[src/verilog/ptt_pkg.sv]
// Shared constants and types for the periodic tick timer and clock-select block.
package ptt_pkg;

   // Register indices; the byte address of each register is four times its index.
   localparam logic [5:0] IDX_STATUS = 6'h37;
   localparam logic [5:0] IDX_WRITE_PROTECTION_FLAG = 6'h38;
   localparam logic [5:0] IDX_CSEL = 6'h39;
   localparam logic [5:0] IDX_PLL = 6'h3a;
   localparam logic [5:0] IDX_TICK = 6'h3b;

   // Bit positions in the clock-source select register.
   localparam int CSEL_PLL_SEL = 7;
   localparam int CSEL_PSEUDO_STOP = 6;
   localparam int CSEL_WD_HIGH = 4;
   localparam int CSEL_TICK_SEL = 1;
   localparam int CSEL_WD_LOW = 0;

   // Bit positions in the PLL control, protection and status registers.
   localparam int PLL_FM_HIGH = 5;
   localparam int PLL_FM_LOW = 4;
   localparam int WRITE_PROTECTION_FLAG_FLAG = 0;
   localparam int ST_TICK = 0;
   localparam int ST_LOCK = 1;
   localparam int ST_OSC_UP = 2;
   localparam int ST_STOP = 3;

   // Bit positions in the tick timer control register.
   localparam int TICK_DEC = 7;
   localparam int TICK_PRE_HI = 6;
   localparam int TICK_PRE_LO = 4;
   localparam int TICK_MOD_HI = 3;

   // Reset values.
   localparam logic [7:0] CSEL_RST = 8'h80;
   localparam logic [7:0] PLL_RST = 8'h00;
   localparam logic [7:0] TICK_RST = 8'h00;
   localparam logic [7:0] WRITE_PROTECTION_FLAG_RST = 8'h00;

   // Divider chain sizing and prescale tables.
   localparam int PRE_W = 18;
   localparam int MOD_W = 4;
   localparam int BIN_BASE_SHIFT = 9;
   localparam logic [PRE_W-1:0] DEC_PRE [8] = '{18'h0_03e8, 18'h0_07d0, 18'h0_1388, 18'h0_2710,
                                                18'h0_4e20, 18'h0_c350, 18'h1_86a0, 18'h3_0d40};

   // Frequency modulation runs at the reference rate divided by this figure.
   localparam int FM_DIV = 16;
   localparam int FM_W = 4;

   // Bus responses.
   localparam logic [1:0] RESP_OKAY = 2'h0;
   localparam logic [1:0] RESP_SLVERR = 2'h2;

   // Clock-source select fields travel together.
   typedef struct packed {
      logic pll_sel;
      logic pseudo_stop;
      logic wd_high;
      logic tick_sel;
      logic wd_low;
   } ptt_csel_s;

   // Watchdog clock source.
   typedef enum logic [1:0] {PTT_WD_IRC, PTT_WD_OSC, PTT_WD_AUX} ptt_wd_src_e;

endpackage

[src/verilog/ptt_sync.sv]
`timescale 1ns/100ps
// Two-stage synchroniser for a group of asynchronous level inputs.
module ptt_sync #(
   parameter int W = 1
) (
   // Clock and reset.
   input wire logic aclk,
   input wire logic aresetn,
   // Asynchronous levels in, synchronised levels out.
   input wire logic [W-1:0] async_in,
   output logic [W-1:0] sync_out
);

   logic [W-1:0] meta_ff; // First stage; read only by the second stage.

   // Both stages clear on reset: a quiet input at release.
   always_ff @(posedge aclk)
   begin
      if (!aresetn)
      begin
         meta_ff <= '0;
         sync_out <= '0;
      end
      else
      begin
         meta_ff <= async_in;
         sync_out <= meta_ff;
      end
   end

endmodule

[src/verilog/ptt_tick_div.sv]
`timescale 1ns/100ps
// Prescaler followed by a modulus counter; emits one tick per full period.
module ptt_tick_div #(
   parameter int PW = 18,
   parameter int MW = 4
) (
   // Clock and reset.
   input wire logic aclk,
   input wire logic aresetn,
   // Control.
   input wire logic restart,
   input wire logic step,
   input wire logic [PW-1:0] period_len,
   input wire logic [MW-1:0] modulus,
   // Result.
   output logic tick
);

   logic [PW-1:0] pre_ff; // Prescaler position.
   logic [MW-1:0] mod_ff; // Modulus position.

   // Zero length is off; counters hold at zero for a clean start.
   always_ff @(posedge aclk)
   begin
      tick <= 1'b0;
      if (!aresetn || restart || period_len == '0)
      begin
         pre_ff <= '0;
         mod_ff <= '0;
      end
      else if (step)
      begin
         if (pre_ff == period_len - PW'(1))
         begin
            pre_ff <= '0;
            // Period is prescale length times modulus plus one.
            if (mod_ff == modulus) // RL17
            begin
               mod_ff <= '0;
               tick <= 1'b1; // RL20
            end
            else
            begin
               mod_ff <= mod_ff + MW'(1);
            end
         end
         else
         begin
            pre_ff <= pre_ff + PW'(1);
         end
      end
      if (!aresetn)
      begin
         tick <= 1'b0;
      end
   end

endmodule

[src/verilog/ptt_top.sv]
// The AXI4-Lite interface to the registers is this design's own decision.
`timescale 1ns/100ps
// Contract
// RL1: Select bit one picks tick clock source.
// RL2: Tick select change restarts the period.
// RL3: Tick select needs oscillator up, else cleared.
// RL4: Two bits choose watchdog clock source.
// RL5: High bit set: low bit is ignored.
// RL6: High bit clear: low change restarts watchdog.
// RL7: Watchdog low bit needs oscillator up.
// RL8: PLL writes need unprotected and PLL selected.
// RL9: PLL write clears lock and oscillator status.
// RL10: Modulation rate is reference over sixteen.
// RL11: Amplitude code: off, one, two, four percent.
// RL12: Stop halts tick unless pseudo-stop with oscillator.
// RL13: Tick control write starts a new period.
// RL14: Tick control always readable and writable.
// RL15: Bit seven picks binary or decimal divider.
// RL16: Binary prescale: off, then two^10..two^16.
// RL17: Modulus multiplies prescale by value plus one.
// RL18: Decimal prescale table from 1000 to 200000.
// RL19: Tick control resets to all off.
// RL20: Each period end sets flag and repeats.
module ptt_top
   import ptt_pkg::*;
#(
   parameter int AW = 8
) (
   // Clock and reset.
   input wire logic aclk,
   input wire logic aresetn,
   // AXI4-Lite write address channel.
   input wire logic [AW-1:0] s_axi_awaddr,
   input wire logic s_axi_awvalid,
   output logic s_axi_awready,
   // AXI4-Lite write data channel.
   input wire logic [31:0] s_axi_wdata,
   input wire logic [3:0] s_axi_wstrb,
   input wire logic s_axi_wvalid,
   output logic s_axi_wready,
   // AXI4-Lite write response channel.
   output logic [1:0] s_axi_bresp,
   output logic s_axi_bvalid,
   input wire logic s_axi_bready,
   // AXI4-Lite read address channel.
   input wire logic [AW-1:0] s_axi_araddr,
   input wire logic s_axi_arvalid,
   output logic s_axi_arready,
   // AXI4-Lite read data channel.
   output logic [31:0] s_axi_rdata,
   output logic [1:0] s_axi_rresp,
   output logic s_axi_rvalid,
   input wire logic s_axi_rready,
   // Asynchronous status and clock inputs from the clock system.
   input wire logic stop_mode,
   input wire logic oscillator_qualified,
   input wire logic pll_lock_detect,
   input wire logic internal_rc_clock,
   input wire logic external_oscillator_clock,
   input wire logic pll_reference_clock,
   // Tick timer result.
   output logic tick_event,
   // Watchdog clock control.
   output ptt_wd_src_e watchdog_source,
   output logic watchdog_restart,
   // PLL and status outputs.
   output logic pll_clock_selection,
   output logic oscillator_up_status,
   output logic pll_lock_status,
   output logic [1:0] fm_amplitude,
   output logic fm_step
);

   // Synchronised inputs and their previous values for edge detection.
   logic [5:0] sync_in;
   logic [5:0] prev_ff;
   logic [5:0] rise;
   logic stop_s;
   logic oscq_s;
   logic lock_s;

   // Bus slave state.
   logic aw_held_ff;
   logic [5:0] aw_idx_ff;
   logic w_held_ff;
   logic [7:0] wdata_ff;
   logic wlane_ff;
   logic wr_go;
   logic wr_ok;
   logic [5:0] ar_idx;
   logic [7:0] rd_val;
   logic rd_ok;

   // Register contents.
   ptt_csel_s csel_ff;
   logic [7:0] pll_ff;
   logic [7:0] tick_ctl_ff;
   logic write_protection_flag_ff;
   logic tick_flag_ff;
   logic tick_sel_prev_ff;
   logic wd_high_prev_ff;
   logic wd_low_prev_ff;
   logic [FM_W-1:0] fm_cnt_ff;

   // Write strobes per register.
   logic we_csel;
   logic we_pll;
   logic we_tick;
   logic we_write_protection_flag;
   logic we_status;
   logic pll_write_taken;

   // Tick timer control.
   logic tick_restart;
   logic tick_run;
   logic tick_step;
   logic tick_pulse;
   logic [PRE_W-1:0] period_len;

   ptt_sync #(
      .W(6)
   ) u_sync (
      .aclk(aclk),
      .aresetn(aresetn),
      .async_in({pll_reference_clock, external_oscillator_clock, internal_rc_clock,
                 pll_lock_detect, oscillator_qualified, stop_mode}),
      .sync_out(sync_in)
   );

   assign stop_s = sync_in[0];
   assign oscq_s = sync_in[1];
   assign lock_s = sync_in[2];
   assign rise = sync_in & ~prev_ff;

   // Previous synchronised values, taken after the second stage only.
   always_ff @(posedge aclk)
   begin
      if (!aresetn)
      begin
         prev_ff <= '0;
      end
      else
      begin
         prev_ff <= sync_in;
      end
   end

   // AW and W are held apart; the write fires once both are in.
   assign s_axi_awready = !aw_held_ff;
   assign s_axi_wready = !w_held_ff;
   assign wr_go = aw_held_ff && w_held_ff && !s_axi_bvalid;

   // Only the lowest byte lane carries register data.
   always_ff @(posedge aclk)
   begin
      if (!aresetn)
      begin
         aw_held_ff <= 1'b0;
         aw_idx_ff <= '0;
         w_held_ff <= 1'b0;
         wdata_ff <= '0;
         wlane_ff <= 1'b0;
      end
      else
      begin
         if (s_axi_awvalid && s_axi_awready)
         begin
            aw_held_ff <= 1'b1;
            aw_idx_ff <= s_axi_awaddr[7:2];
         end
         else if (wr_go)
         begin
            aw_held_ff <= 1'b0;
         end
         if (s_axi_wvalid && s_axi_wready)
         begin
            w_held_ff <= 1'b1;
            wdata_ff <= s_axi_wdata[7:0];
            wlane_ff <= s_axi_wstrb[0];
         end
         else if (wr_go)
         begin
            w_held_ff <= 1'b0;
         end
      end
   end

   // Known indices answer OKAY, anything else SLVERR.
   assign wr_ok = (aw_idx_ff inside {IDX_STATUS, IDX_WRITE_PROTECTION_FLAG, IDX_CSEL, IDX_PLL, IDX_TICK});

   // Write response; no new write fires while one waits.
   always_ff @(posedge aclk)
   begin
      if (!aresetn)
      begin
         s_axi_bvalid <= 1'b0;
         s_axi_bresp <= RESP_OKAY;
      end
      else if (wr_go)
      begin
         s_axi_bvalid <= 1'b1;
         s_axi_bresp <= wr_ok ? RESP_OKAY : RESP_SLVERR;
      end
      else if (s_axi_bready)
      begin
         s_axi_bvalid <= 1'b0;
      end
   end

   assign we_csel = wr_go && wlane_ff && aw_idx_ff == IDX_CSEL;
   assign we_pll = wr_go && wlane_ff && aw_idx_ff == IDX_PLL;
   assign we_tick = wr_go && wlane_ff && aw_idx_ff == IDX_TICK;
   assign we_write_protection_flag = wr_go && wlane_ff && aw_idx_ff == IDX_WRITE_PROTECTION_FLAG;
   assign we_status = wr_go && wlane_ff && aw_idx_ff == IDX_STATUS;
   // A blocked write still gets OKAY, but changes nothing.
   assign pll_write_taken = we_pll && !write_protection_flag_ff && csel_ff.pll_sel; // RL8

   // Oscillator-up status: qualified edge sets, loss or a taken PLL write clears; set wins.
   always_ff @(posedge aclk)
   begin
      if (!aresetn)
      begin
         oscillator_up_status <= 1'b0;
      end
      else if (rise[1])
      begin
         oscillator_up_status <= 1'b1;
      end
      else if (pll_write_taken || !oscq_s)
      begin
         oscillator_up_status <= 1'b0; // RL9
      end
   end

   // Lock status behaves the same way against the lock detector.
   always_ff @(posedge aclk)
   begin
      if (!aresetn)
      begin
         pll_lock_status <= 1'b0;
      end
      else if (rise[2])
      begin
         pll_lock_status <= 1'b1;
      end
      else if (pll_write_taken || !lock_s)
      begin
         pll_lock_status <= 1'b0; // RL9
      end
   end

   // Clock-source select register with oscillator-dependent gating.
   always_ff @(posedge aclk)
   begin
      if (!aresetn)
      begin
         csel_ff <= '{pll_sel: CSEL_RST[CSEL_PLL_SEL], pseudo_stop: CSEL_RST[CSEL_PSEUDO_STOP],
                      wd_high: CSEL_RST[CSEL_WD_HIGH], tick_sel: CSEL_RST[CSEL_TICK_SEL],
                      wd_low: CSEL_RST[CSEL_WD_LOW]};
      end
      else if (!oscillator_up_status)
      begin
         // Losing the oscillator drops both oscillator selections and forces the PLL path.
         csel_ff.tick_sel <= 1'b0; // RL3
         csel_ff.wd_low <= 1'b0; // RL7
         csel_ff.pll_sel <= 1'b1;
         if (we_csel)
         begin
            csel_ff.pseudo_stop <= wdata_ff[CSEL_PSEUDO_STOP];
            csel_ff.wd_high <= wdata_ff[CSEL_WD_HIGH];
         end
      end
      else if (we_csel)
      begin
         csel_ff.pll_sel <= wdata_ff[CSEL_PLL_SEL];
         csel_ff.pseudo_stop <= wdata_ff[CSEL_PSEUDO_STOP];
         csel_ff.wd_high <= wdata_ff[CSEL_WD_HIGH];
         csel_ff.tick_sel <= wdata_ff[CSEL_TICK_SEL]; // RL3
         csel_ff.wd_low <= wdata_ff[CSEL_WD_LOW]; // RL7
      end
   end

   // PLL control register; amplitude code drives the modulator.
   always_ff @(posedge aclk)
   begin
      if (!aresetn)
      begin
         pll_ff <= PLL_RST;
      end
      else if (pll_write_taken)
      begin
         pll_ff <= wdata_ff; // RL8
      end
   end

   // Protection flag, and the tick control register which has no write condition.
   always_ff @(posedge aclk)
   begin
      if (!aresetn)
      begin
         write_protection_flag_ff <= WRITE_PROTECTION_FLAG_RST[WRITE_PROTECTION_FLAG_FLAG];
         tick_ctl_ff <= TICK_RST; // RL19
      end
      else
      begin
         if (we_write_protection_flag)
         begin
            write_protection_flag_ff <= wdata_ff[WRITE_PROTECTION_FLAG_FLAG];
         end
         if (we_tick)
         begin
            tick_ctl_ff <= wdata_ff; // RL14
         end
      end
   end

   // Previous selections, to see any change.
   always_ff @(posedge aclk)
   begin
      if (!aresetn)
      begin
         tick_sel_prev_ff <= CSEL_RST[CSEL_TICK_SEL];
         wd_high_prev_ff <= CSEL_RST[CSEL_WD_HIGH];
         wd_low_prev_ff <= CSEL_RST[CSEL_WD_LOW];
      end
      else
      begin
         tick_sel_prev_ff <= csel_ff.tick_sel;
         wd_high_prev_ff <= csel_ff.wd_high;
         wd_low_prev_ff <= csel_ff.wd_low;
      end
   end

   // Watchdog source and restart; the low bit only counts while the high bit is clear.
   always_ff @(posedge aclk)
   begin
      if (!aresetn)
      begin
         watchdog_source <= PTT_WD_IRC;
         watchdog_restart <= 1'b0;
      end
      else
      begin
         if (csel_ff.wd_high)
         begin
            watchdog_source <= PTT_WD_AUX; // RL4
         end
         else
         begin
            watchdog_source <= csel_ff.wd_low ? PTT_WD_OSC : PTT_WD_IRC; // RL4
         end
         watchdog_restart <= (csel_ff.wd_high != wd_high_prev_ff)
                             || (!csel_ff.wd_high && (csel_ff.wd_low != wd_low_prev_ff)); // RL6 RL5
      end
   end

   // Prescale length from the divider family and code; a binary code of zero means off.
   always_comb
   begin
      period_len = '0;
      if (tick_ctl_ff[TICK_DEC]) // RL15
      begin
         period_len = DEC_PRE[tick_ctl_ff[TICK_PRE_HI:TICK_PRE_LO]]; // RL18
      end
      else if (tick_ctl_ff[TICK_PRE_HI:TICK_PRE_LO] != 3'h0) // RL16
      begin
         period_len = PRE_W'(1) << (BIN_BASE_SHIFT + int'(tick_ctl_ff[TICK_PRE_HI:TICK_PRE_LO])); // RL16
      end
   end

   // Restart on a control write or any change of the tick clock selection.
   assign tick_restart = we_tick || (csel_ff.tick_sel != tick_sel_prev_ff); // RL13 RL2
   // In stop mode only pseudo-stop on the oscillator keeps counting; halting keeps the count.
   assign tick_run = !stop_s || (csel_ff.pseudo_stop && csel_ff.tick_sel); // RL12
   assign tick_step = tick_run && (csel_ff.tick_sel ? rise[4] : rise[3]); // RL1

   ptt_tick_div #(
      .PW(PRE_W),
      .MW(MOD_W)
   ) u_div (
      .aclk(aclk),
      .aresetn(aresetn),
      .restart(tick_restart),
      .step(tick_step),
      .period_len(period_len),
      .modulus(tick_ctl_ff[TICK_MOD_HI:0]),
      .tick(tick_pulse)
   );

   // Tick flag is sticky; writing one clears it, but a tick in the same cycle wins.
   always_ff @(posedge aclk)
   begin
      if (!aresetn)
      begin
         tick_flag_ff <= 1'b0;
         tick_event <= 1'b0;
      end
      else
      begin
         tick_event <= tick_pulse;
         if (tick_pulse)
         begin
            tick_flag_ff <= 1'b1; // RL20
         end
         else if (we_status && wdata_ff[ST_TICK])
         begin
            tick_flag_ff <= 1'b0;
         end
      end
   end

   // Modulator: one step per sixteen reference edges.
   always_ff @(posedge aclk)
   begin
      if (!aresetn)
      begin
         fm_cnt_ff <= '0;
         fm_step <= 1'b0;
         fm_amplitude <= 2'h0;
      end
      else
      begin
         fm_amplitude <= {pll_ff[PLL_FM_HIGH], pll_ff[PLL_FM_LOW]}; // RL11
         fm_step <= 1'b0;
         if (fm_amplitude == 2'h0)
         begin
            fm_cnt_ff <= '0; // RL11
         end
         else if (rise[5])
         begin
            fm_cnt_ff <= fm_cnt_ff + FM_W'(1);
            fm_step <= (fm_cnt_ff == FM_W'(FM_DIV - 1)); // RL10
         end
      end
   end

   assign pll_clock_selection = csel_ff.pll_sel;

   // Read mux; unknown indices read zero and answer SLVERR.
   assign ar_idx = s_axi_araddr[7:2];
   always_comb
   begin
      rd_val = 8'h00;
      rd_ok = 1'b1;
      case (ar_idx)
         IDX_STATUS: rd_val = {4'h0, stop_s, oscillator_up_status, pll_lock_status, tick_flag_ff};
         IDX_WRITE_PROTECTION_FLAG: rd_val = {7'h00, write_protection_flag_ff};
         IDX_CSEL: rd_val = {csel_ff.pll_sel, csel_ff.pseudo_stop, 1'b0, csel_ff.wd_high,
                             2'h0, csel_ff.tick_sel, csel_ff.wd_low};
         IDX_PLL: rd_val = pll_ff;
         IDX_TICK: rd_val = tick_ctl_ff; // RL14
         default: rd_ok = 1'b0;
      endcase
   end

   // Read channel: address taken only while no data waits.
   assign s_axi_arready = !s_axi_rvalid;
   always_ff @(posedge aclk)
   begin
      if (!aresetn)
      begin
         s_axi_rvalid <= 1'b0;
         s_axi_rdata <= '0;
         s_axi_rresp <= RESP_OKAY;
      end
      else if (s_axi_arvalid && s_axi_arready)
      begin
         s_axi_rvalid <= 1'b1;
         s_axi_rdata <= {24'h00_0000, rd_val};
         s_axi_rresp <= rd_ok ? RESP_OKAY : RESP_SLVERR;
      end
      else if (s_axi_rready)
      begin
         s_axi_rvalid <= 1'b0;
      end
   end

endmodule

[config.mk]
export PLATFORM = sky130hd
export DESIGN_NAME = ptt_top
export DESIGN_NICKNAME = d
export VERILOG_FILES = /design/src/verilog/ptt_pkg.sv /design/src/verilog/ptt_sync.sv /design/src/verilog/ptt_tick_div.sv /design/src/verilog/ptt_top.sv
export SDC_FILE = /design/constraint.sdc
export NUM_CORES = 1
export LEC_CHECK = 0
export ABC_AREA = 1
export BUFFER_PORTS_ARGS = -buffer_cell sky130_fd_sc_hd__buf_2
export CAP_MARGIN = 20
export CELL_PAD_IN_SITES_DETAIL_PLACEMENT = 1
export CELL_PAD_IN_SITES_GLOBAL_PLACEMENT = 2
export CORE_UTILIZATION = 30
export DETAILED_ROUTE_END_ITERATION = 12
export PLACE_DENSITY = 0.8
export SETUP_SLACK_MARGIN = 0.2
export SLEW_MARGIN = 20
export SYNTH_ARGS = -nofsm -noshare
export SYNTH_HDL_FRONTEND = slang
export SYNTH_SLANG_ARGS = --single-unit
[constraint.sdc]
create_clock -name aclk -period 4.2 [get_ports aclk]
set_input_delay 0.42 -clock aclk [delete_from_list [all_inputs] [get_ports aclk]]
set_output_delay 0.42 -clock aclk [all_outputs]
set_load 0.01 [all_outputs]
==> results of run 1 <==
metal layers:
metal	GRT usage, %	up-vias	part of all wire (%)
met5	0	-	0
met4	5.82	0	1.7
met3	2.03	18	2.4
met2	29.9	80	47
met1	22.6	2617	49
li1	-	2922	-
sequential cells by signal (all words and copies together) (netlist names), 2 cells and up:
register / flops
tick_ctl_ff: 8
u_div.pre_ff: 18
u_div.mod_ff: 4
prev_ff: 5
fm_cnt_ff: 4
s_axi_rdata: 8
fm_amplitude: 2
csel_ff: 4
u_sync.sync_out: 6
u_sync.meta_ff: 6
wdata_ff: 8
pll_ff: 8
aw_idx_ff: 6
layout by cell type (no fill, tap or decap), drive strengths merged, types with 9 or more instances in the layout:
master / n
nand2: 219
inv: 129
nor2: 126
dfxtp: 107
buf: 64
a21oi: 57
nand3: 54
o21ai: 54
xor2: 27
conb: 26
nand4: 16
ha: 12
clkbuf: 10
nor3: 9
worst max-delay path: cells and delay by family, from the launching register on:
family / cells / cell delay (ps)
compound gates: 1 / 60
buf+inv: 2 / 160
fa+ha+maj: 3 / 730
simple gates: 13 / 2120
flops: 1 / 400
power groups by stage:
stage | sequential, mW | clock, mW | combinational [mW]
after floorplan | 1.07 | 0 | 0.0845
after detailed placement | 1.07 | 0 | 0.108
after global placement | 1.07 | 0 | 0.107
after CTS | 1.05 | 0.902 | 0.108
final | 1.05 | 0.870 | 0.107
after global routing | 1.05 | 0.936 | 0.124
area by class of cell:
| class | instances | area share, % |
|---|---|---|
| multi-input cells | 646 | 47.0 |
| well taps | 265 | 4.87 |
| repair buffers | 64 | 4.93 |
| inverters | 127 | 7.01 |
| clock buffers | 10 | 3.51 |
| flip-flops and latches | 107 | 31.5 |
| clock inverters | 6 | 1.16 |
through the flow:
stage	util, %	instances	setup WS, ps	hold slack [ps]
finish	34.7	1225	598	245
global route	34.7	1225	268	244
CTS	34.7	1225	478	230
detailed placement	33.1	1209	474	395
global placement	33.1	1209	531	388
floorplan	-	929	1170	386
cell families after synthesis:
logic type / Yosys count / synth area share, %
flops: 107 / 35.4
simple gates: 442 / 31.8
fa+ha+maj: 12 / 2.48
xor+xnor: 30 / 4.57
compound gates: 136 / 12.4
buf+inv: 176 / 13.3
other cells: 1 / 0.0620
worst max path at each step:
stage / endpoint
after floorplan: u_div.pre_ff[13]
after global placement: u_div.pre_ff[0]
after detailed placement: u_div.pre_ff[0]
after CTS: u_div.pre_ff[0]
after global routing: u_div.mod_ff[3]
final: u_div.pre_ff[0]
==> impl_metrics.csv, run 1 <==
group,metric,value,unit
hold_path,holdCritPathClass,"in -> reg",
timing,rsz0062_at_grt,"no",
logic_synthesis,ys_async_sr_fraction,0,%
global_routing,antenna_found_initial,0,
layout,n_antenna_cell,0,
die,dieArea,0.0207,mm²
placement,gp_congestion,0.848,
global_routing,grt_pass1_wl,28.1,mm
placement,port_buffers,58,
placement,dpl.hpwl,13.6,mm
routing,remaining_drc_errors,0,
power,p_int,1.51,mW
clock_tree,clock-sinks,107,
logic_synthesis,synth-edff-count,0,
power,finalPower,2.03,mW
layout,regArea,0.00214,mm²
power,pwr-share-clk,42.9,%
clock_tree,numCtsBuffers,9,
timing,fin_crit,3600,ps
placement,place_area,0.00648,mm²
timing,setup_tns,0,ps
setup_path,critPathLaunchType,"flip-flop",
logic_synthesis,synth.yosys.seq_area_share,35.4,%
routing,viasPerCell,4.60,
setup_path,critPathKind,"reg -> reg",
power,powerDensity,298,mW/mm²
clock_tree,clk_latency,360,ps
setup_path,r2r_slack,600,ps
die,die_h,144,µm
logic_synthesis,ys_ff_latch,107,
setup_path,worstReg2RegEnd,"u_div.pre_ff[0]",
timing,fin_crit_sh,85.8,%
layout,fillers,2550,
logic_synthesis,synth_top_area_share,35.4,%
clock_tree,holdBufCountCts,0,
logic_synthesis,avgSynthCellArea,6.69,µm²
setup_path,cp_data_required_time,4430,ps
routing,postRouteAntennaNets,0,
setup_path,reg2reg_from,"tick_ctl_ff[4]",
clock_tree,clk_pin_slew,80,ps
logic_synthesis,yosys_warnings,0,
layout,drive_above_1_share,11.1,%
die,num_rows,51,
run_status,status,"complete, no violations",
logic_synthesis,synth_area,0.00604,mm²
power,p_comb_share,5.3,%
routing,drt_iter0_drc,163,
layout,syn2layout_area_growth,12.5,%
timing,hold_violations,0,
logic_synthesis,synthFlopType,"dfxtp_1",
logic_synthesis,synth_area_leader_cell,"dfxtp_1",
timing,worstMarginPinSlew,671,ps
logic_synthesis,syn_inst,904,
timing,fmax,278,MHz
global_routing,overflow,0,
logic_synthesis,yosys-top-cells-count,"nand2_1, inv_1, nor2_1, dfxtp_1, a21oi_1",
hold_path,hold_path_end,"u_sync.meta_ff[1]",
setup_path,r2r_cells,19,
clock_tree,cts_tree,"done",
setup_path,crit_path_max_fanout,15,
layout,postLayoutCellArea,0.00680,mm²
routing,finalWirelength,17.0,mm
clock_tree,cts_setup_buffers,0,
hold_path,min_path_cells,3,
setup_path,slowest_delay,420,ps
logic_synthesis,ys_types,45,
routing,vias,5637,
power,p_switching,0.513,mW
hold_path,min_from,"oscillator_qualified",
die,io-pin-count,116,
routing,wl_per_cell,13.9,µm
layout,multi_input_area,0.00320,mm²
clock_tree,cts_resized,0,
setup_path,cp_slowest_cell,"nor2_1",
die,start_util,30.9,%
clock_tree,cts_buffer_depth,2,
timing,setup_violations,0,
clock_tree,htreeDepth,3,
setup_path,crit_top_cell,"nor2_1",
logic_synthesis,yosysMostFrequentCell,"nand2_1",
clock_tree,clockRootBuffer,"clkbuf_16",
timing,max_slew_margin,54.8,%
setup_path,crit_arrival,3840,ps
setup_path,worst_setup_path_end_kind,"flip-flop",
power,ir_worst_vdd,0.185,mV
logic_synthesis,synthTopCellsByArea,"dfxtp_1, nand2_1, inv_1, nor2_1, a21oi_1",
routing,first_pass_iters,4,
global_routing,grt_start_max_net_pins,43,
timing,fin_skew,14.0,ps
power,swShare,25.3,%
job,max_cap_viol_count,0,
global_routing,grt_pass1_vias,5654,
setup_path,critPathLaunch,"tick_ctl_ff[4]",
layout,final_nets,1032,
power,seqPwrFrac,51.8,%
power,leakage,3.17,nW
timing,drv_slew,0,
global_routing,grt_usage,17.5,%
setup_path,path_cells,"ha_1 -> ha_1 -> nor2_1 -> nand3_2 -> nor2_2 -> inv_1 -> ha_1 -> inv_1 -> nor2_1 -> nand3_1 -> nor3_1 -> nor2_1 -> nand2_1 -> nor2_1 -> nand2_1 -> nor2_4 -> nand3_2 -> nand2_4 -> a21oi_1",
die,chipWidth,144,µm
die,coreArea,0.0196,mm²
Note: power is estimated with default switching activity, not from simulation.
==> run 2: changes to the inputs <==
CORE_UTILIZATION = 31   (was 30)
SYNTH_HIERARCHICAL = 1   (was unset)
==> run 2 against run 1 <==
Effect of this change:
- first-iteration DRC count is 18% lower
- worst setup slack better by 6.2 ps
- synthesized area is 0.87% higher
- sequential share of layout area hardly changed
- global-route usage is 0.26 points lower
- die area is 2.4% lower
- non-clock buffer count is 3 lower
- routed wire length is 4.1% lower
- via count is 3.8% lower
==> impl_metrics.csv, run 2 <==
group,metric,value,unit
timing,fin_skew,17.4,ps
die,chipWidth,142,µm
timing,drv_slew,0,
global_routing,grt_usage,17.2,%
logic_synthesis,synth_area,0.00610,mm²
layout,final_core_utilization,35.8,%
timing,setup_violations,0,
setup_path,reg2reg_from,"tick_ctl_ff[4]",
timing,hold_violations,0,
setup_path,cp_data_required_time,4430,ps
power,powerDensity,295,mW/mm²
timing,fin_crit_sh,85.6,%
setup_path,critPathCapture,"u_div/pre_ff[17]",
die,io-pin-count,116,
layout,final_cell_mix,"nand2_1, inv_1, nor2_1",
clock_tree,cts_setup_buffers,0,
clock_tree,clk_pin_slew,80,ps
global_routing,overflow,0,
clock_tree,htreeDepth,3,
hold_path,holdCritPathClass,"in -> reg",
setup_path,critPathLaunch,"tick_ctl_ff[4]",
global_routing,antenna_found_initial,0,
layout,largest_reg_flops,18,
die,dieArea,0.0202,mm²
timing,max_slew_margin,54.5,%
logic_synthesis,synth.yosys.seq_area_share,35.1,%
layout,final_common_cell,"nand2_1",
logic_synthesis,ys_types,43,
logic_synthesis,yosys_warnings,6,
timing,setup_tns,0,ps
layout,final_nets,1017,
setup_path,r2r_cells,21,
die,coreArea,0.0190,mm²
logic_synthesis,avgSynthCellArea,6.89,µm²
logic_synthesis,syn_inst,885,
clock_tree,numCtsBuffers,9,
timing,fmax,278,MHz
logic_synthesis,synth-edff-count,0,
layout,n_antenna_cell,0,
clock_tree,cts_tree,"done",
layout,drive_above_1_share,14.1,%
routing,wl_per_cell,13.6,µm
global_routing,grt_pass1_vias,5344,
timing,fin_crit,3600,ps
routing,drt_iter0_drc,133,
job,max_cap_viol_count,0,
clock_tree,clk_latency,360,ps
logic_synthesis,yosysMostFrequentCell,"nand2_1",
routing,vias,5423,
routing,remaining_drc_errors,0,
logic_synthesis,yosys-top-cells-count,"nand2_1, inv_1, dfxtp_1, nor2_1, nand3_1",
setup_path,r2r_slack,600,ps
setup_path,crit_path_max_fanout,17,
die,num_rows,50,
timing,worstMarginPinSlew,676,ps
clock_tree,clockRootBuffer,"clkbuf_16",
logic_synthesis,ys_ff_latch,107,
power,finalPower,2.01,mW
routing,viasPerCell,4.51,
clock_tree,cts_buffer_depth,2,
routing,first_pass_iters,4,
logic_synthesis,synthFlopType,"dfxtp_1",
logic_synthesis,synth_area_leader_cell,"dfxtp_1",
power,ir_worst_vdd,0.184,mV
setup_path,worstReg2RegEnd,"u_div/pre_ff[17]",
logic_synthesis,synth_top_area_share,35.1,%
clock_tree,holdBufCountCts,0,
power,leakage,3.22,nW
routing,finalWirelength,16.3,mm
die,die_h,142,µm
logic_synthesis,synthTopCellsByArea,"dfxtp_1, nand2_1, inv_1, nor2_1, nand3_1",
die,start_util,32.1,%
setup_path,critPathLaunchType,"flip-flop",
placement,port_buffers,58,
timing,rsz0062_at_grt,"no",
setup_path,worst_setup_path_end_kind,"flip-flop",
setup_path,crit_arrival,3830,ps
routing,postRouteAntennaNets,0,
clock_tree,clock-sinks,107,
layout,fillers,2467,
global_routing,grt_pass1_wl,27.1,mm
setup_path,critPathKind,"reg -> reg",
run_status,status,"complete, no violations",
layout,regMostFlops,"u_div/pre_ff",
logic_synthesis,ys_async_sr_fraction,0,%
layout,syn2layout_area_growth,11.8,%
global_routing,grt_start_max_net_pins,35,
placement,dpl.hpwl,12.9,mm
placement,gp_congestion,0.874,
[run 2: cell types whose count changed in the layout (fill, tap and decap cells not counted), sizes merged, moves of 4 or more]
cell,before,now
o22ai,3,7
inv,129,143
nor2,126,136
nand3,54,70
xor2,27,17
nand2,219,200
a21oi,57,37
xnor2,2,12
[run 2: cell type report]
class                      count  area, µm²  area share [%]
sequential                   107       2150            31.5
tap                          260        325            4.77
clock buffer                  10        229            3.36
inverter                     139        522            7.65
multi-input combinational    620       3230            47.4
clock inverter                 6       53.8           0.789
timing repair buffer          61        313            4.59
[run 2: worst min-delay path by stage]
stage                                   start              endpoint  cells past startpoint
final                     pll_reference_clock     u_sync/meta_ff[5]                      3
after global routing      pll_reference_clock     u_sync/meta_ff[5]                      3
after CTS                 pll_reference_clock     u_sync/meta_ff[5]                      3
after detailed placement           prev_ff[1]  oscillator_up_status                      1
after global placement             prev_ff[2]       pll_lock_status                      1
after floorplan             u_sync/meta_ff[4]    u_sync/sync_out[4]                      2
[run 2: kinds of logic after synthesis]
logic type	Yosys count	share of synthesized area [%]
AO/OA/AOI/OAI	110	9.67
buffers and inverters	183	13.7
AND/OR/NAND/NOR	441	34.4
other	1	0.0615
XOR/XNOR	29	4.17
adder cells (fa/ha/maj)	14	2.87
flip-flops	107	35.1
[run 2: power by group]
| part | switching [mW] | internal [mW] | total, mW |
|---|---|---|---|
| Sequential | 0.0182 | 1.04 | 1.06 |
| Clock | 0.424 | 0.416 | 0.840 |
| Combinational | 0.0782 | 0.0350 | 0.113 |
| Total | 0.520 | 1.49 | 2.01 |
[run 2: critical path, cell delays in order (launching register included)]
cell	delay, ps
dfxtp_2	440
inv_1	170
ha_1	240
nand2_1	70
nand2_1	100
nor2_4	180
inv_2	70
nor3_1	280
inv_1	170
ha_1	330
inv_1	80
nand2_1	60
nand2_1	90
nand2_1	50
nand2_1	50
nand3_1	170
nor2_1	180
nand4_2	140
nor2_4	160
nand3_4	130
nand2_8	220
nor2_1	90
[run 2: through the flow]
stage          std cells  hold WS, ps  setup slack [ps]  instance area, µm²
2_1_floorplan        910          386              1090                6190
3_3_place_gp        1187          389               415                6520
3_5_place_dp        1187          398               361                6520
4_1_cts             1203          224               320                6810
5_1_grt             1203          229               227                6820
6_report            1203          235               604                6820
[run 2: per-layer routing]
metal,vias up,track usage (%),wire [µm]
met1,2505,21.8,7960
met3,13,2.93,363
met5,-,0,0
met4,0,4.53,218
li1,2837,-,-
met2,68,30.0,7790
[run 2: what timing repair did]
item,4_1_cts,5_1_grt
gates resized for setup,0,4
setup endpoints to repair,0,17
hold endpoints to repair,0,0
==> run 3: changes to the inputs <==
==> constraint.sdc (replaced) <==
create_clock -name aclk -period 4.2 [get_ports aclk]
set_input_delay 0.21 -clock aclk [delete_from_list [all_inputs] [get_ports aclk]]
set_output_delay 0.21 -clock aclk [all_outputs]
set_load 0.01 [all_outputs]
==> run 3 against run 2 <==
Effect of this change:
- core utilization up 0.079 points
- non-clock buffer count up 2
- routed wire length down 0.23%
- critical endpoint is now u_div/pre_ff[16]
- largest cell class unchanged
- clock-buffer cell count unchanged
- critical path type unchanged
- highest routed layer unchanged
- largest power group unchanged
==> impl_metrics.csv, run 3 (same netlist as run 2, synthesis figures left out) <==
group,metric,value,unit
run_status,status,"complete, no violations",
routing,finalWirelength,16.3,mm
layout,regMostFlops,"u_div/pre_ff",
setup_path,crit_path_max_fanout,17,
timing,drv_slew,0,
setup_path,worst_setup_path_end_kind,"flip-flop",
timing,max_slew_margin,52.7,%
layout,largest_reg_flops,18,
die,die_h,142,µm
timing,hold_violations,0,
setup_path,path_cells,"buf_4 -> ha_1 -> ha_1 -> nand2_1 -> nor3_1 -> inv_1 -> ha_1 -> inv_1 -> nand2_1 -> nand2_1 -> nand2_1 -> nand2_1 -> nand3_1 -> nor2_1 -> nand4_2 -> nor2_4 -> nand3_4 -> nand2_8 -> nor2_1",
clock_tree,cts_buffer_depth,2,
timing,setup_tns,0,ps
placement,dp.cells,1189,
layout,instances_no_fill,1205,
clock_tree,clock-sinks,107,
hold_path,min_from,"pll_reference_clock",
timing,rsz0062_at_grt,"no",
layout,final_cell_mix,"nand2_1, inv_1, nor2_1, dfxtp_1, nand3_1",
layout,final_common_cell,"nand2_1",
layout,postLayoutCellArea,0.00683,mm²
clock_tree,holdBufCountCts,0,
timing,worstMarginPinSlew,703,ps
setup_path,cp_top_family,"simple AND/OR/NAND/NOR gates",
placement,port_buffers,58,
die,num_rows,50,
die,coreArea,0.0190,mm²
layout,final_core_utilization,35.9,%
setup_path,critPathKind,"reg -> reg",
setup_path,critPathLaunchType,"flip-flop",
placement,gp_congestion,0.885,
routing,first_pass_iters,4,
clock_tree,clockRootBuffer,"clkbuf_16",
global_routing,grt_pass1_vias,5332,
power,ir_worst_vdd,0.232,mV
setup_path,critPathLaunch,"tick_ctl_ff[5]",
placement,place_area,0.00654,mm²
timing,fin_skew,15.9,ps
setup_path,crit_arrival,3790,ps
placement,dpl.hpwl,13.0,mm
clock_tree,clk_pin_slew,80,ps
clock_tree,cts_setup_buffers,0,
routing,wl_per_cell,13.5,µm
setup_path,slowest_delay,390,ps
routing,postRouteAntennaNets,0,
global_routing,grt_pass1_wl,26.6,mm
clock_tree,clk_latency,360,ps
power,powerDensity,292,mW/mm²
die,chipWidth,142,µm
layout,drive_above_1_share,14.1,%
hold_path,holdCritPathClass,"in -> reg",
layout,final_nets,1019,
global_routing,grt_start_max_net_pins,36,
placement,pre_cts_slack,369,ps
die,start_util,32.1,%
timing,fmax,281,MHz
routing,vias,5470,
setup_path,crit_top_cell,"nand2_1",
layout,syn2layout_area_growth,12.1,%
routing,remaining_drc_errors,0,
clock_tree,htreeDepth,3,
global_routing,antenna_found_initial,0,
routing,viasPerCell,4.54,
timing,setup_violations,0,
setup_path,cp_data_required_time,4440,ps
timing,fin_crit_sh,84.6,%
layout,n_antenna_cell,0,
power,leakage,3.23,nW
die,dieArea,0.0202,mm²
die,io-pin-count,116,
global_routing,overflow,0,
setup_path,cp_slowest_cell,"ha_1",
clock_tree,numCtsBuffers,9,
routing,drt_iter0_drc,152,
job,max_cap_viol_count,0,
timing,fin_crit,3550,ps
timing,fin_ws,647,ps
clock_tree,cts_tree,"done",
global_routing,grt_usage,17.0,%
setup_path,reg2reg_from,"tick_ctl_ff[5]",
setup_path,path_buf_inv,3,
[run 3: changes by cell type in the layout (fill, tap and decap cells not counted), sizes merged]
cell / change
buf: +2
clkinv: +2
inv: -2
[run 3: power by group]
group	switching [mW]	internal [mW]
sequential	0.0183	1.04
clock	0.411	0.416
combinational	0.0776	0.0350
[run 3: cell type report]
class | instances | area [µm²]
fillers | 2473 | 12200
multi-input cells | 620 | 3230
flip-flops and latches | 107 | 2140
inverters | 139 | 522
repair buffers | 63 | 328
well taps | 260 | 325
clock buffers | 10 | 229
clock inverters | 6 | 56.3
[run 3: path summary, 6_finish.rpt]
check                               to  slack [ps]  cells after the start
hold / removal       u_sync/meta_ff[5]          30                      3
hold reg to reg   oscillator_up_status         410                      1
setup / recovery      u_div/pre_ff[16]         650                     19
setup reg to reg      u_div/pre_ff[16]         650                     19
[run 3: through the flow]
step	hold WS [ps]	power [mW]
4_1_cts	14.3	2.03
6_report	26.6	2.00
3_5_place_dp	394	1.19
3_3_place_gp	388	1.19
2_1_floorplan	303	1.17
5_1_grt	22.6	2.09
[run 3: worst reg2reg max path, stage by stage (launching register included)]
cell	delay (ps)
dfxtp_1	320
buf_4	160
ha_1	200
ha_1	400
nand2_1	150
nor3_1	330
inv_1	160
ha_1	320
inv_1	80
nand2_1	60
nand2_1	90
nand2_1	40
nand2_1	60
nand3_1	170
nor2_1	170
nand4_2	140
nor2_4	160
nand3_4	130
nand2_8	220
nor2_1	90
[run 3: timing repair]
item	CTS	global route
setup endpoints to repair	0	17
hold endpoints to repair	0	0
gates resized for setup	0	2
[run 3: layer usage]
metal	global-route usage, %	wire length (µm)	vias to the layer above
met5	0	0	-
met4	5.66	269	0
met3	2.49	405	16
met2	29.8	7940	76
met1	21.1	7670	2545
li1	-	-	2833
